===== config.mk =====
export PLATFORM = sky130hd
export DESIGN_NAME = eeprom_config_loader
export DESIGN_NICKNAME = d
export VERILOG_FILES = /design/src/cfg_loader_pkg.sv /design/src/eeprom_config_loader.sv
export VERILOG_INCLUDE_DIRS = /design/src /design/src/src
export SDC_FILE = /design/constraint.sdc
export NUM_CORES = 1
export LEC_CHECK = 0
export ABC_AREA = 1
export BUFFER_PORTS_ARGS = -buffer_cell sky130_fd_sc_hd__buf_2
export CORE_AREA = 2 2 101 142
export CTS_CLUSTER_DIAMETER = 40
export DETAILED_ROUTE_END_ITERATION = 8
export DIE_AREA = 0 0 103 144
export PLACE_DENSITY_LB_ADDON = 0.15
export SYNTH_ARGS = -nofsm -noshare
export SYNTH_HDL_FRONTEND = slang
export SYNTH_SLANG_ARGS = --single-unit
export TNS_END_PERCENT = 100

===== constraint.sdc =====
create_clock -name mclk -period 8.2 [get_ports mclk]
set_input_delay 0 -clock mclk [delete_from_list [all_inputs] [get_ports mclk]]
set_output_delay 0 -clock mclk [all_outputs]
set_load 0.02 [all_outputs]

===== src/cfg_loader_cfg.svh =====
`ifndef CFG_LOADER_CFG_SVH
`define CFG_LOADER_CFG_SVH
// ****************************************
// Store layout
// ****************************************
`define ADDR_TWOWIRE_ADDR 13'h0020
`define ADDR_IFACE_CFG 13'h0021
`define ADDR_SAM_ADDR 13'h0022
`define ADDR_PROT_RX_DEF 13'h0023
`define ADDR_PROT_TX_DEF 13'h0024
`define ADDR_TX_CRC_SEED 13'h0026
`define ADDR_RESET_IMAGE 13'h0040
`define RESET_IMAGE_LEN 8'h80
`define ADDR_PROTOCOL_AREA 13'h1C00
`define PROT_TX_LEN 8'h10
`define PROT_RX_LEN 8'h08
`define PROT_RX_OFS 13'h0200
`define REG_PROT_TX_BASE 7'h28
`define REG_PROT_RX_BASE 7'h58
// ****************************************
// Interface byte fields
// ****************************************
`define IFB_SPEED 7
`define IFB_ADDR_SRC 4
`define IFB_BSCAN 3
`define IFB_HOST_MSB 2
`define IFACE_CFG_RESET 8'h80
`define STRAP_ADDR_PREFIX 5'h15
// ****************************************
// Command port
// ****************************************
`define CMD_ADDR_CTRL 4'h0
`define CMD_ADDR_PROT 4'h1
`define CMD_ADDR_STATUS 4'h2
`define CMD_ADDR_IFACE 4'h3
`define CMD_ADDR_TWA 4'h4
`define CMD_ADDR_SAM 4'h5
`define CMD_ADDR_SEED 4'h6
`define CMD_ADDR_BASE 4'h7
`endif


===== src/cfg_loader_pkg.sv =====
package cfg_loader_pkg;
    typedef enum logic [5:0] {
        ST_IDLE  = 6'b000001,
        ST_IFB   = 6'b000010,
        ST_COPY  = 6'b000100,
        ST_RUN   = 6'b001000,
        ST_PTX   = 6'b010000,
        ST_PRX   = 6'b100000
    } loader_state_type;
    typedef enum logic [2:0] {
        HOST_SERIAL = 3'b000,
        HOST_TWOWIRE = 3'b001,
        HOST_SPI = 3'b010,
        HOST_TWOWIRE_LOW = 3'b011,
        HOST_PINS = 3'b100
    } host_sel_type;
endpackage : cfg_loader_pkg


===== src/eeprom_config_loader.sv =====
// Summary of operation
// RULE1: Interface byte bit 7 low gives two-wire high speed, high gives high speed plus.
// RULE2: Interface byte bit 4 low takes the bus address from straps, high from the store.
// RULE3: Interface byte bit 3 low enables boundary scan, high disables it.
// RULE4: Low three bits pick serial, two-wire, SPI or low two-wire; top bit set defers to pins.
// RULE5: The secondary bus address always comes from the store.
// RULE6: Each protocol entry copies 16 transmit bytes and 8 receive bytes.
// RULE7: The default copy writes only read/write or dynamic register bits.
// RULE8: The default copy source pointer is taken from configuration; the code copies only after reset, so always from the reset value 40h.
// RULE9: Stored defaults become the configuration in force after startup.
// RULE10: A protocol load command copies a chosen protocol set on request.
// RULE11: The transmit CRC seed is taken from stored configuration.
// RULE12: At startup the register reset image is copied into the registers.
// RULE13: Protocol load copies one set from the read-only protocol area.
// RULE14: The interface byte is read from store address 21h.
// RULE15: Host and command processing stay inactive until startup completes, then done rises.
`timescale 1ns/1ps
`default_nettype none
`include "cfg_loader_cfg.svh"
module eeprom_config_loader #(
    parameter int ADDR_W = 13,
    parameter int PROT_COUNT = 32
) (
    input wire logic mclk,
    input wire logic reset,
    output logic [ADDR_W-1:0] mem_addr,
    output logic mem_rd,
    input wire logic [7:0] mem_rdata,
    output logic reg_we,
    output logic [6:0] reg_addr,
    output logic [7:0] reg_wdata,
    output logic [7:0] reg_wmask,
    input wire logic [7:0] reg_rw_mask,
    input wire logic [1:0] strap_pins,
    input wire logic [2:0] host_pins,
    output cfg_loader_pkg::host_sel_type host_select,
    output logic host_enable,
    output logic twowire_speed_select,
    output logic [6:0] twowire_addr,
    output logic [6:0] sam_addr,
    output logic bscan_enable,
    output logic [15:0] tx_crc_seed,
    output logic load_done,
    input wire logic [3:0] cmd_addr,
    input wire logic [7:0] cmd_wdata,
    input wire logic cmd_wr,
    input wire logic cmd_rd,
    output logic [7:0] cmd_rdata
);
    import cfg_loader_pkg::*;

    // ****************************************
    // Pin synchronisers
    // ****************************************
    logic [1:0] strap_s1_q, strap_s2_q, strap_s3_q, strap_q;
    logic [1:0] strap_d;
    logic [2:0] host_s1_q, host_s2_q, host_s3_q, host_q;
    logic [2:0] host_d;
    always_comb begin
        strap_d = strap_q;
        host_d = host_q;
        if (strap_s2_q == strap_s3_q) begin
            strap_d = strap_s3_q;
        end
        if (host_s2_q == host_s3_q) begin
            host_d = host_s3_q;
        end
    end
    always_ff @(posedge mclk or posedge reset) begin
        if (reset) begin
            strap_s1_q <= 2'h0;
            strap_s2_q <= 2'h0;
            strap_s3_q <= 2'h0;
            strap_q <= 2'h0;
            host_s1_q <= 3'h0;
            host_s2_q <= 3'h0;
            host_s3_q <= 3'h0;
            host_q <= 3'h0;
        end else begin
            strap_s1_q <= strap_pins;
            strap_s2_q <= strap_s1_q;
            strap_s3_q <= strap_s2_q;
            strap_q <= strap_d;
            host_s1_q <= host_pins;
            host_s2_q <= host_s1_q;
            host_s3_q <= host_s2_q;
            host_q <= host_d;
        end
    end

    // ****************************************
    // Sequencer
    // ****************************************
    loader_state_type state_q, state_d;
    logic [7:0] cnt_q, cnt_d;
    logic phase_q, phase_d;
    logic [7:0] ifb_q, ifb_d;
    logic [6:0] twa_q, twa_d;
    logic [6:0] sam_q, sam_d;
    logic [15:0] seed_q, seed_d;
    logic [ADDR_W-1:0] base_q, base_d;
    logic [4:0] prot_q, prot_d;
    logic busy_q, busy_d;
    logic [ADDR_W-1:0] addr_q, addr_d;
    logic rd_q, rd_d;
    logic we_q, we_d;
    logic [6:0] waddr_q, waddr_d;
    logic [7:0] wdata_q, wdata_d;
    logic [7:0] wmask_q, wmask_d;
    logic [ADDR_W-1:0] ptx_base;
    logic [ADDR_W-1:0] cfg_addr;

    assign ptx_base = ADDR_W'(`ADDR_PROTOCOL_AREA) + ADDR_W'({prot_q, 4'h0});
    always_comb begin
        case (cnt_q[2:0])
            3'h0: cfg_addr = ADDR_W'(`ADDR_IFACE_CFG);
            3'h1: cfg_addr = ADDR_W'(`ADDR_TWOWIRE_ADDR);
            3'h2: cfg_addr = ADDR_W'(`ADDR_SAM_ADDR);
            3'h3: cfg_addr = ADDR_W'(`ADDR_TX_CRC_SEED);
            default: cfg_addr = ADDR_W'(`ADDR_TX_CRC_SEED) + ADDR_W'(1);
        endcase
    end

    always_comb begin
        state_d = state_q;
        cnt_d = cnt_q;
        phase_d = phase_q;
        ifb_d = ifb_q;
        twa_d = twa_q;
        sam_d = sam_q;
        seed_d = seed_q;
        base_d = base_q;
        prot_d = prot_q;
        busy_d = busy_q;
        addr_d = addr_q;
        rd_d = 1'b0;
        we_d = 1'b0;
        waddr_d = waddr_q;
        wdata_d = wdata_q;
        wmask_d = wmask_q;
        case (state_q)
            ST_IDLE: begin
                state_d = ST_IFB;
                cnt_d = 8'h00;
                phase_d = 1'b0;
            end
            ST_IFB: begin
                if (!phase_q) begin
                    addr_d = cfg_addr; // RULE14
                    rd_d = 1'b1;
                    phase_d = 1'b1;
                end else if (!rd_q) begin
                    phase_d = 1'b0;
                    cnt_d = cnt_q + 8'h01;
                    case (cnt_q[2:0])
                        3'h0: ifb_d = mem_rdata;
                        3'h1: twa_d = mem_rdata[6:0];
                        3'h2: sam_d = mem_rdata[6:0]; // RULE5
                        3'h3: seed_d[15:8] = mem_rdata; // RULE11
                        default: begin
                            seed_d[7:0] = mem_rdata; // RULE11
                            state_d = ST_COPY;
                            cnt_d = 8'h00;
                        end
                    endcase
                end
            end
            ST_COPY, ST_PTX, ST_PRX: begin
                if (!phase_q) begin
                    if (state_q == ST_COPY) begin
                        addr_d = base_q + ADDR_W'(cnt_q); // RULE8 RULE12
                    end else if (state_q == ST_PTX) begin
                        addr_d = ptx_base + ADDR_W'(cnt_q); // RULE13
                    end else begin
                        addr_d = ptx_base + ADDR_W'(`PROT_RX_OFS) + ADDR_W'(cnt_q);
                    end
                    rd_d = 1'b1;
                    phase_d = 1'b1;
                end else if (!rd_q) begin
                    phase_d = 1'b0;
                    we_d = 1'b1;
                    wdata_d = mem_rdata; // RULE9
                    wmask_d = reg_rw_mask; // RULE7
                    cnt_d = cnt_q + 8'h01;
                    if (state_q == ST_COPY) begin
                        waddr_d = 7'(cnt_q);
                        if (cnt_q == `RESET_IMAGE_LEN - 8'h01) begin
                            state_d = ST_RUN;
                        end
                    end else if (state_q == ST_PTX) begin
                        waddr_d = `REG_PROT_TX_BASE + 7'(cnt_q);
                        if (cnt_q == `PROT_TX_LEN - 8'h01) begin // RULE6
                            state_d = ST_PRX;
                            cnt_d = 8'h00;
                        end
                    end else begin
                        waddr_d = `REG_PROT_RX_BASE + 7'(cnt_q);
                        if (cnt_q == `PROT_RX_LEN - 8'h01) begin // RULE6
                            state_d = ST_RUN;
                            busy_d = 1'b0;
                        end
                    end
                end
            end
            ST_RUN: begin
                if (cmd_wr && cmd_addr == `CMD_ADDR_PROT) begin
                    prot_d = 5'(cmd_wdata); // RULE10
                end
                if (cmd_wr && cmd_addr == `CMD_ADDR_BASE) begin
                    base_d = ADDR_W'({cmd_wdata, 6'h00}); // RULE8
                end
                if (cmd_wr && cmd_addr == `CMD_ADDR_CTRL && cmd_wdata[0]) begin
                    state_d = ST_PTX; // RULE10 RULE13
                    cnt_d = 8'h00;
                    phase_d = 1'b0;
                    busy_d = 1'b1;
                    if (cmd_wdata[1]) begin
                        prot_d = 5'(cmd_wdata[7:2]);
                    end
                end
            end
            default: state_d = ST_IDLE;
        endcase
    end

    always_ff @(posedge mclk or posedge reset) begin
        if (reset) begin
            state_q <= ST_IDLE;
            cnt_q <= 8'h00;
            phase_q <= 1'b0;
            ifb_q <= `IFACE_CFG_RESET;
            twa_q <= 7'h00;
            sam_q <= 7'h00;
            seed_q <= 16'h0000;
            base_q <= ADDR_W'(`ADDR_RESET_IMAGE);
            prot_q <= 5'h00;
            busy_q <= 1'b0;
            addr_q <= '0;
            rd_q <= 1'b0;
            we_q <= 1'b0;
            waddr_q <= 7'h00;
            wdata_q <= 8'h00;
            wmask_q <= 8'h00;
        end else begin
            state_q <= state_d;
            cnt_q <= cnt_d;
            phase_q <= phase_d;
            ifb_q <= ifb_d;
            twa_q <= twa_d;
            sam_q <= sam_d;
            seed_q <= seed_d;
            base_q <= base_d;
            prot_q <= prot_d;
            busy_q <= busy_d;
            addr_q <= addr_d;
            rd_q <= rd_d;
            we_q <= we_d;
            waddr_q <= waddr_d;
            wdata_q <= wdata_d;
            wmask_q <= wmask_d;
        end
    end

    // ****************************************
    // Decoded outputs
    // ****************************************
    logic done;
    assign done = (state_q == ST_RUN) || (state_q == ST_PTX) || (state_q == ST_PRX);
    assign load_done = done; // RULE15
    assign host_enable = done; // RULE15
    assign mem_addr = addr_q;
    assign mem_rd = rd_q;
    assign reg_we = we_q;
    assign reg_addr = waddr_q;
    assign reg_wdata = wdata_q;
    assign reg_wmask = wmask_q;
    assign twowire_speed_select = ifb_q[`IFB_SPEED]; // RULE1
    assign bscan_enable = ~ifb_q[`IFB_BSCAN]; // RULE3
    assign twowire_addr = ifb_q[`IFB_ADDR_SRC] ? twa_q
                        : {`STRAP_ADDR_PREFIX, strap_q}; // RULE2
    assign sam_addr = sam_q; // RULE5
    assign tx_crc_seed = seed_q; // RULE11
    always_comb begin
        if (ifb_q[`IFB_HOST_MSB]) begin
            host_select = host_sel_type'({1'b0, host_q[1:0]}); // RULE4
            if (host_q[2]) begin
                host_select = HOST_PINS;
            end
        end else begin
            host_select = host_sel_type'({1'b0, ifb_q[1:0]}); // RULE4
        end
    end

    // ****************************************
    // Command port readback
    // ****************************************
    logic [7:0] rdata_q, rdata_d;
    always_comb begin
        rdata_d = 8'h00;
        if (cmd_rd && done) begin // RULE15
            if (cmd_addr == `CMD_ADDR_STATUS) begin
                rdata_d = {6'h00, busy_q, done};
            end else if (cmd_addr == `CMD_ADDR_PROT) begin
                rdata_d = {3'h0, prot_q};
            end else if (cmd_addr == `CMD_ADDR_IFACE) begin
                rdata_d = ifb_q;
            end else if (cmd_addr == `CMD_ADDR_TWA) begin
                rdata_d = {1'b0, twowire_addr};
            end else if (cmd_addr == `CMD_ADDR_SAM) begin
                rdata_d = {1'b0, sam_q};
            end else if (cmd_addr == `CMD_ADDR_SEED) begin
                rdata_d = seed_q[7:0];
            end else if (cmd_addr == `CMD_ADDR_BASE) begin
                rdata_d = 8'(base_q[ADDR_W-1:6]);
            end
        end
    end
    always_ff @(posedge mclk or posedge reset) begin
        if (reset) begin
            rdata_q <= 8'h00;
        end else begin
            rdata_q <= rdata_d;
        end
    end
    assign cmd_rdata = rdata_q;
endmodule : eeprom_config_loader
`default_nettype wire


==> flow_metrics.env, run 1 <==
export IMPL_numCtsBuffers=17
export IMPL_synth_compound_area_share_pct=9.56
export IMPL_vdd_drop_max_mv=0.131
export IMPL_grt_overflow=0
export IMPL_rrSetupSlack_ns=5.98
export IMPL_layout_nets=991
export IMPL_power_density_nw_per_um2=182
export IMPL_synth_top_family_by_area="simple AND/OR/NAND/NOR gates"
export IMPL_worst_clock_skew_ns=0.00592
export IMPL_cp_required_ns=8.50
export IMPL_syn_area_per_cell_sq_um=8.48
export IMPL_period_minus_slack_ns=2.22
export IMPL_vias_per_cell=5.05
export IMPL_outcome="complete, but fails checks"
export IMPL_synth_seq_cells=132
export IMPL_area_growth_pct=22.8
export IMPL_dpl_worst_slack_ns=6.04
export IMPL_slew_headroom_pct=35.5
export IMPL_dp_hpwl_um=12400
export IMPL_syn_area_sq_um=6700
export IMPL_htree_levels=4
export IMPL_maxClockFrequency_mhz=451
export IMPL_ys_seq_area_share_pct=49.4
export IMPL_p_total_uw=1500
export IMPL_synthTopCellsByArea="dfrtp_1 48%, nand2_1 14%, nand3_1 4.3%, inv_1 3.9%, o21ai_0 3.3%"
export IMPL_drive_above_1_share_pct=22.4
export IMPL_async_flop_share_pct=100
export IMPL_rr_worst_depth=9
export IMPL_hp_class="input pin to register"
export IMPL_antenna_cells=0
export IMPL_cts_hold_buf=30
export IMPL_max_cap_violations=0
export IMPL_ys_flop_type="dfrtp_1"
export IMPL_core_area_sq_um=13700
export IMPL_synth_edf_count=0
export IMPL_ioPinCount=120
export IMPL_failed_checks="negative hold slack"
export IMPL_clk_latency_ns=0.41
export IMPL_placement_io_buffers=118
export IMPL_cts_tree="yes"
export IMPL_setup_tns_ns=0
export IMPL_synth_cell_types=39
export IMPL_grt_max_degree=84
export IMPL_fin_crit_sh_pct=27.1
export IMPL_postCtsSetupBuffers=0
export IMPL_antenna_found_initial=0
export IMPL_cts_repair_resized=0
export IMPL_syn_inst=790
export IMPL_dieArea_sq_um=14800
export IMPL_worst_pin_slew_ns=0.967
export IMPL_critPathLaunch="cnt_q[4]$_DFFE_PP0P_"
export IMPL_worst_slack_ns=5.98
export IMPL_syn_num_nets=844
export IMPL_endpoint="mem_addr[8]$_DFFE_PP0P_"
export IMPL_clock_sinks=132
export IMPL_hold_viol=1
export IMPL_path_class="register to register"
export IMPL_muxShareOfSynthArea_pct=0.953
export IMPL_via_count=5732
export IMPL_start_util_pct=49.1
export IMPL_drv_slew=0
export IMPL_end_kind="register"
export IMPL_drtPass1Iterations=5
export IMPL_grt_pass1_vias=5502
export IMPL_clockRootBuffer="clkbuf_16"
export IMPL_ant_nets=0
export IMPL_ys_warn_count=0
export IMPL_grt_total_usage_pct=24.5
export IMPL_crit_path_start_kind="register"
export IMPL_cts_buffer_depth=2
export IMPL_critPathArrivalTime_ns=2.52
export IMPL_r2r_start="cnt_q[4]$_DFFE_PP0P_"
export IMPL_drc=0
export IMPL_finalSetupViolCount=0
export IMPL_wl_per_cell_um=15.2
export IMPL_clk_pin_slew_ns=0.06
export IMPL_synth_xor_area_share_pct=1.05
export IMPL_drt_total_wl_um=17300
export IMPL_synthSimpleGateAreaFrac_pct=29.0
export IMPL_fp_dieH_um=144
export IMPL_synth_adder_area_share_pct=3.51
export IMPL_timing_hold_ws_ns=-0.00250
export IMPL_synth_top_area_share_pct=48.2
export IMPL_drtIter0Drc=288
export IMPL_grt_pass1_wl_um=27500
export IMPL_die_x_um=103
export IMPL_leakagePower_uw=0.00430
export IMPL_place_gp_congestion=0.923
export IMPL_grt_setup_unrepaired="no"
export IMPL_reg2reg_to="mem_addr[8]$_DFFE_PP0P_"
export IMPL_cp_max_fo=12
export IMPL_rows=51
export IMPL_yosys_area_top_type="dfrtp_1"
==> synthesized netlist by cell type (2+ instances only) <==
| cell type | instances |
|---|---|
| mux2_2 | 3 |
| buf_2 | 11 |
| fa_1 | 3 |
| nand2_2 | 2 |
| xor2_1 | 4 |
| inv_1 | 70 |
| nor2_1 | 32 |
| nand3_4 | 4 |
| nand3_2 | 6 |
| nand2_4 | 7 |
| o211ai_1 | 4 |
| nor2_2 | 8 |
| dfrtp_1 | 129 |
| nand4_4 | 2 |
| xnor2_1 | 4 |
| buf_4 | 7 |
| dfstp_2 | 3 |
| nand4_1 | 13 |
| or2_2 | 8 |
| nand3_1 | 58 |
| o21ai_1 | 44 |
| nand2_1 | 250 |
| nor2_4 | 9 |
| o21ai_0 | 44 |
| ha_1 | 14 |
| nand3b_1 | 2 |
| inv_2 | 8 |
| mux2_4 | 2 |
| buf_6 | 3 |
| a21oi_1 | 27 |
==> cells in the final DEF (no fill, tap or decap), types with 6 or more instances in the layout <==
cell type	Yosys	final
nand4_1	13	13
nand2_4	7	7
nand3_2	6	6
or2_2	8	8
buf_2	11	118
o21ai_1	44	44
nand3_1	58	58
o21ai_0	44	44
nand2_1	250	250
dfrtp_1	129	129
clkbuf_16	0	17
nor2_1	32	32
inv_1	70	69
nor2_2	8	8
dlygate4sd3_1	0	30
inv_2	8	8
ha_1	14	14
nor2_4	9	9
a21oi_1	27	27
==> cell type report <==
class | instances | area (sq um)
clock buffer | 22 | 464
clock inverter | 10 | 75.1
fill | 1277 | 5430
inverter | 79 | 302
multi-input combinational | 558 | 2950
sequential | 132 | 3310
tap | 185 | 231
timing repair buffer | 149 | 898
==> worst min-delay path by stage <==
stage             startpoint                        to  depth (start not counted)
2_1_floorplan   host_pins[0]    host_s1_q[0]$_DFF_PP0_                          0
3_3_place_gp    host_pins[1]    host_s1_q[1]$_DFF_PP0_                          1
3_5_place_dp   strap_pins[1]   strap_s1_q[1]$_DFF_PP0_                          1
4_1_cts         mem_rdata[0]  reg_wdata[0]$_DFFE_PP0P_                          3
5_1_grt         mem_rdata[0]      ifb_q[0]$_DFFE_PP0P_                          3
6_report        mem_rdata[0]  reg_wdata[0]$_DFFE_PP0P_                          3
==> where the power goes <==
| group | switching, uW | total (uW) | internal (uW) |
|---|---|---|---|
| clock | 288 | 691 | 404 |
| combinational | 73.5 | 118 | 44.0 |
| sequential | 15.1 | 691 | 676 |
| total | 376 | 1500 | 1120 |
==> state kept, by name, summed over array words and instances, names as in the netlist, 7 cells and up <==
register and cells:
cmd_rdata 8, cnt_q 8, reg_wdata 8, ifb_q 8
reg_wmask 8, sam_addr 7, tx_crc_seed 16, base_q 7
mem_addr 13, reg_addr 7, twa_q 7
==> through the flow <==
step | area, sq um | std cells | util [%]
detailed placement | 7390 | 1073 | 54.1
finish | 8230 | 1135 | 60.3
global route | 8230 | 1135 | 60.3
CTS | 8230 | 1135 | 60.3
floorplan | 6700 | 790 | -
global placement | 7390 | 1073 | 54.1
==> logic make-up (layout without fill, tap and decap cells) <==
kind of cell    count (synthesis)  after routing
fa+ha+maj                      17             17
xor+xnor                        8              8
compound gates                124            124
buf+inv                       100            260
flops                         132            132
mux                             5              5
simple gates                  404            404
==> worst max-delay path, stage by stage, from the launching register on <==
cell and delay [ns]:
dfrtp_1 0.62, ha_1 0.25, inv_1 0.06, fa_1 0.38
nor2_1 0.16, nand2_1 0.07, nand2_1 0.08, ha_1 0.23
o21ai_0 0.19, o21ai_1 0.07
==> per-layer routing <==
metal	up-vias	GRT usage (%)	share of wire, %	wire length (um)
met5	-	0	0	0
met4	0	9.14	2.0	351
met3	23	4.01	3.0	520
met2	121	44.3	54	9380
met1	2727	28.6	41	7040
li1	2861	-	-	-
Note: power is estimated with default switching activity, not from simulation.
==> inputs of run 2 (changes only) <==
==> constraint.sdc (replaced) <==
create_clock -name mclk -period 1.9 [get_ports mclk]
set_input_delay 0 -clock mclk [delete_from_list [all_inputs] [get_ports mclk]]
set_output_delay 0 -clock mclk [all_outputs]
set_load 0.02 [all_outputs]
==> flow_metrics.env, run 2 (synthesized netlist as in run 1, its figures left out) <==
export IMPL_max_cap_violations=0
export IMPL_fp_dieH_um=144
export IMPL_clk_pin_slew_ns=0.06
export IMPL_largest_reg_flops=16
export IMPL_final_cell_area_sq_um=8580
export IMPL_wl_per_cell_um=15.2
export IMPL_slew_headroom_pct=64.9
export IMPL_antenna_found_initial=0
export IMPL_reg2reg_to="reg_addr[5]$_DFFE_PP0P_"
export IMPL_cp_slowest_stage_delay_ns=0.57
export IMPL_drtPass1Iterations=5
export IMPL_antenna_cells=0
export IMPL_drc=0
export IMPL_cp_num_buf_inv=1
export IMPL_die_x_um=103
export IMPL_vdd_drop_max_mv=0.682
export IMPL_grt_pass1_wl_um=28500
export IMPL_period_minus_slack_ns=1.85
export IMPL_drive_above_1_share_pct=25.3
export IMPL_hp_class="input pin to async pin"
export IMPL_place_gp_congestion=0.938
export IMPL_nFillCells=1266
export IMPL_maxClockFrequency_mhz=541
export IMPL_numCtsBuffers=17
export IMPL_r2r_start="state_q[0]$_DFFE_PP1P_"
export IMPL_worst_clock_skew_ns=0.0124
export IMPL_power_density_nw_per_um2=801
export IMPL_final_cell_mix="250 x nand2_1, 129 x dfrtp_1, 118 x buf_2"
export IMPL_vias_per_cell=5.07
export IMPL_clk_latency_ns=0.42
export IMPL_dieArea_sq_um=14800
export IMPL_crit_path_start_kind="register"
export IMPL_drv_slew=0
export IMPL_cp_required_ns=2.25
export IMPL_hold_viol=0
export IMPL_final_common_cell="nand2_1"
export IMPL_crit_chain="nor2_4 -> nand2_4 -> nor2_8 -> buf_4 -> fa_1 -> xor2_1 -> o21ai_1 -> nand2_1 -> nand2_1"
export IMPL_grt_setup_unrepaired="yes"
export IMPL_drtIter0Drc=243
export IMPL_outcome="complete, no violations"
export IMPL_finalSetupViolCount=0
export IMPL_crit_top_cell="nand2_1"
export IMPL_placement_io_buffers=118
export IMPL_rrSetupSlack_ns=0.05
export IMPL_dpl_cell_area_sq_um=7600
export IMPL_cts_buffer_depth=2
export IMPL_start_util_pct=49.1
export IMPL_grt_total_usage_pct=25.4
export IMPL_cp_max_fo=8
export IMPL_leakagePower_uw=0.00449
export IMPL_fin_crit_sh_pct=97.2
export IMPL_clockRootBuffer="clkbuf_16"
export IMPL_critPathLaunch="state_q[0]$_DFFE_PP1P_"
export IMPL_cp_top_family="flip-flops"
export IMPL_clock_sinks=132
export IMPL_worst_pin_slew_ns=0.525
export IMPL_rows=51
export IMPL_postLayoutCoreUtil_pct=62.9
export IMPL_seqCellArea_sq_um=3310
export IMPL_grt_pass1_vias=5722
export IMPL_critPathArrivalTime_ns=2.20
export IMPL_endpoint="reg_addr[5]$_DFFE_PP0P_"
export IMPL_critical_path_depth=9
export IMPL_htree_levels=4
export IMPL_layout_nets=1021
export IMPL_ioPinCount=120
export IMPL_multi_input_area_sq_um=2970
export IMPL_slowest_stage="dfstp_2"
export IMPL_cts_tree="yes"
export IMPL_path_class="register to register"
export IMPL_rr_worst_depth=9
export IMPL_core_area_sq_um=13700
export IMPL_area_growth_pct=28.1
export IMPL_end_kind="register"
export IMPL_drt_total_wl_um=17700
export IMPL_via_count=5908
export IMPL_grt_max_degree=52
export IMPL_grt_overflow=0
export IMPL_dp_hpwl_um=13000
export IMPL_ant_nets=0
export IMPL_timing_hold_ws_ns=0.0265
run 2: cell types whose count changed in the layout (fill, tap and decap cells not counted), moves of 3 or more:
cell       delta
buf_4        +26
o21ai_1       +3
o21ai_0       -3
bufinv_16     +3
buf_12        +3
run 2: timing repair:
| item | CTS | global route |
|---|---|---|
| pin swaps | 0 | 6 |
| hold buffers | 31 | 0 |
| hold endpoints to repair | 190 | 0 |
| gates resized for setup | 1 | 7 |
| setup endpoints to repair | 1 | 7 |
| setup buffers | 0 | 6 |
run 2: final cells by class:
| cell class | count | share of cell area (%) |
|---|---|---|
| multi-input combinational | 558 | 34.6 |
| clock buffer | 18 | 5.00 |
| clock inverter | 14 | 2.04 |
| tap | 185 | 2.70 |
| timing repair buffer | 179 | 13.6 |
| inverter | 79 | 3.56 |
| sequential | 132 | 38.5 |
run 2: through the flow:
step	cells	total power [uW]	setup slack [ns]	TNS, ns
global placement	1096	3490	0.0676	0
detailed placement	1096	3500	0.0214	0
CTS	1159	6930	0.000704	0
floorplan	790	3310	0.0826	0
finish	1165	6870	0.0527	0
global route	1165	7110	-0.0328	-0.0615
run 2: worst register-to-register path, stage by stage, from the launching register on:
cell	delay (ns)
dfstp_2	0.57
nor2_4	0.06
nand2_4	0.11
nor2_8	0.07
buf_4	0.15
fa_1	0.37
xor2_1	0.15
o21ai_1	0.18
nand2_1	0.08
nand2_1	0.06
run 2: per-layer routing:
| layer | GRT usage (%) | up-vias | wire [um] |
|---|---|---|---|
| met4 | 9.83 | 0 | 470 |
| met5 | 0 | - | 0 |
| li1 | - | 2929 | - |
| met2 | 45.2 | 175 | 9460 |
| met3 | 4.01 | 36 | 726 |
| met1 | 30.5 | 2768 | 7070 |
run 2: worst min-delay path by stage:
stage                                             end  slack [ns]  cells after the start
final                     tx_crc_seed[14]$_DFFE_PP0P_        0.03                      3
after global routing      tx_crc_seed[13]$_DFFE_PP0P_        0.04                      3
after CTS                 tx_crc_seed[14]$_DFFE_PP0P_        0.02                      3
after detailed placement  tx_crc_seed[14]$_DFFE_PP0P_       -0.09                      2
after global placement    tx_crc_seed[13]$_DFFE_PP0P_       -0.09                      2
after floorplan                host_s1_q[0]$_DFF_PP0_        0.03                      0
run 2: report_power, final:
part           internal, uW  total (uW)  leakage [uW]  switching, uW
Sequential             2920        2980       0.00162           66.5
Clock                  2080        3370      0.000293           1290
Combinational           197         514       0.00258            317
==> inputs of run 3 (changes only) <==
--- a/config.mk
+++ b/config.mk
@@ -8,10 +8,10 @@
 export LEC_CHECK = 0
 export ABC_AREA = 1
 export BUFFER_PORTS_ARGS = -buffer_cell sky130_fd_sc_hd__buf_2
-export CORE_AREA = 2 2 101 142
+export CORE_AREA = 2 2 100 141
 export CTS_CLUSTER_DIAMETER = 40
 export DETAILED_ROUTE_END_ITERATION = 8
-export DIE_AREA = 0 0 103 144
+export DIE_AREA = 0 0 102 143
 export PLACE_DENSITY_LB_ADDON = 0.15
 export SYNTH_ARGS = -nofsm -noshare
 export SYNTH_HDL_FRONTEND = slang
==> flow_metrics.env, run 3 (synthesized netlist as in run 1, its figures left out) <==
export IMPL_crit_path_start_kind="register"
export IMPL_grt_pass1_vias=6075
export IMPL_wl_per_cell_um=15.9
export IMPL_area_growth_pct=27.4
export IMPL_via_count=5980
export IMPL_drc=0
export IMPL_htree_levels=4
export IMPL_cp_num_buf_inv=2
export IMPL_largest_reg_flops=16
export IMPL_ant_nets=0
export IMPL_grt_max_degree=86
export IMPL_worst_clock_skew_ns=0.00888
export IMPL_drtPass1Iterations=5
export IMPL_drtIter0Drc=345
export IMPL_vdd_drop_max_mv=0.739
export IMPL_cts_tree="yes"
export IMPL_antenna_found_initial=0
export IMPL_clk_latency_ns=0.42
export IMPL_grt_pass1_wl_um=29900
export IMPL_cp_slowest_stage_delay_ns=0.56
export IMPL_dieArea_sq_um=14600
export IMPL_vias_per_cell=5.15
export IMPL_crit_chain="ha_4 -> inv_2 -> fa_2 -> inv_1 -> nor2_1 -> o21ai_0 -> o21ai_2 -> o21ai_1"
export IMPL_layout_nets=1021
export IMPL_ioPinCount=120
export IMPL_worst_pin_slew_ns=0.494
export IMPL_leakagePower_uw=0.00447
export IMPL_drv_slew=0
export IMPL_path_class="register to register"
export IMPL_cp_max_fo=2
export IMPL_finalSetupViolCount=0
export IMPL_grt_overflow=0
export IMPL_critPathLaunch="base_q[6]$_DFFE_PP1P_"
export IMPL_rows=50
export IMPL_hp_class="input pin to register"
export IMPL_slew_headroom_pct=67.0
export IMPL_clock_sinks=132
export IMPL_placement_io_buffers=118
export IMPL_critPathArrivalTime_ns=2.17
export IMPL_power_density_nw_per_um2=773
export IMPL_drt_total_wl_um=18500
export IMPL_final_cell_mix="250 x nand2_1, 128 x dfrtp_1, 118 x buf_2"
export IMPL_cts_buffer_depth=2
export IMPL_hold_viol=0
export IMPL_antenna_cells=0
export IMPL_start_util_pct=50.5
export IMPL_r2r_start="base_q[6]$_DFFE_PP1P_"
export IMPL_drive_above_1_share_pct=25.7
export IMPL_grt_setup_unrepaired="yes"
export IMPL_numCtsBuffers=17
export IMPL_die_x_um=102
export IMPL_nFillCells=1149
export IMPL_core_area_sq_um=13300
export IMPL_period_minus_slack_ns=1.83
export IMPL_clk_pin_slew_ns=0.06
export IMPL_dp_hpwl_um=13600
export IMPL_p_total_uw=6600
export IMPL_grt_total_usage_pct=26.7
export IMPL_worstHoldStart="cmd_addr[3]"
export IMPL_maxClockFrequency_mhz=547
export IMPL_cp_required_ns=2.24
export IMPL_postLayoutCoreUtil_pct=64.4
export IMPL_clockRootBuffer="clkbuf_16"
export IMPL_final_common_cell="nand2_1"
export IMPL_outcome="complete, no violations"
export IMPL_fin_crit_sh_pct=96.2
export IMPL_cp_top_family="flip-flops"
export IMPL_max_cap_violations=0
export IMPL_end_kind="register"
export IMPL_place_gp_congestion=1.00
export IMPL_slowest_stage="dfstp_2"
export IMPL_fp_dieH_um=143
run 3: cell types whose count changed in the layout (fill, tap and decap cells not counted), moves of 2 or more:
cell	delta
bufinv_16	-2
clkbuf_1	+2
clkinv_4	+4
inv_2	+2
inv_6	-3
run 3: metal layers:
layer  share of wire [%]  routed length, um  up-vias  global-route usage, %
li1                    -                  -     2916                      -
met1                  38               7080     2832                   30.1
met2                  55              10100      193                   48.5
met3                 4.4                815       39                   4.70
met4                 2.6                486        0                   11.7
met5                   0                  0        -                      0
run 3: what timing repair did:
action | CTS | global route
gates resized for setup | 4 | 12
hold endpoints to repair | 194 | 0
hold buffers | 31 | 0
pin swaps | 1 | 9
setup endpoints to repair | 3 | 6
setup buffers | 0 | 10
run 3: final timing paths:
check	slack (ns)	cells after the start	endpoint
min reg2reg	0.35	0	host_s2_q[1]$_DFF_PP0_
max	0.07	8	mem_addr[8]$_DFFE_PP0P_
max reg2reg	0.07	8	mem_addr[8]$_DFFE_PP0P_
min in group asynchronous	0.09	3	tx_crc_seed[14]$_DFFE_PP0P_
min	0.03	4	cmd_rdata[0]$_DFF_PP0_
max in group asynchronous	1.05	4	state_q[0]$_DFFE_PP1P_
run 3: power breakdown:
group | internal (uW) | leakage (uW) | total [uW] | switching (uW)
Sequential | 2920 | 0.00161 | 2990 | 69.9
Clock | 1840 | 0.000271 | 3090 | 1250
Combinational | 197 | 0.00258 | 516 | 319
run 3: layout make-up:
type	instances	area, sq um	area share [%]
Sequential cell	132	3310	38.8
Multi-Input combinational cell	558	2990	35.0
Timing Repair Buffer	179	1150	13.5
Clock buffer	21	450	5.28
Inverter	79	303	3.55
Tap cell	182	228	2.67
Clock inverter	11	105	1.23
run 3: worst min-delay path, cell delays in order:
cell and delay (ns):
buf_2 0.11, nor2_2 0.06, nand2_1 0.14, a21oi_1 0.09
run 3: through the flow:
| step | TNS, ns | std cells | hold WS (ns) | cell area (sq um) | setup WS, ns |
|---|---|---|---|---|---|
| 2_1_floorplan | 0 | 790 | 0.0314 | 6700 | 0.0826 |
| 3_3_place_gp | 0 | 1089 | -0.0208 | 7550 | 0.0435 |
| 3_5_place_dp | -0.0188 | 1089 | -0.0182 | 7550 | -0.0188 |
| 4_1_cts | 0 | 1152 | 0.0156 | 8420 | 0.0109 |
| 5_1_grt | -0.0312 | 1162 | 0.0626 | 8540 | -0.0312 |
| 6_report | 0 | 1162 | 0.0327 | 8540 | 0.0728 |
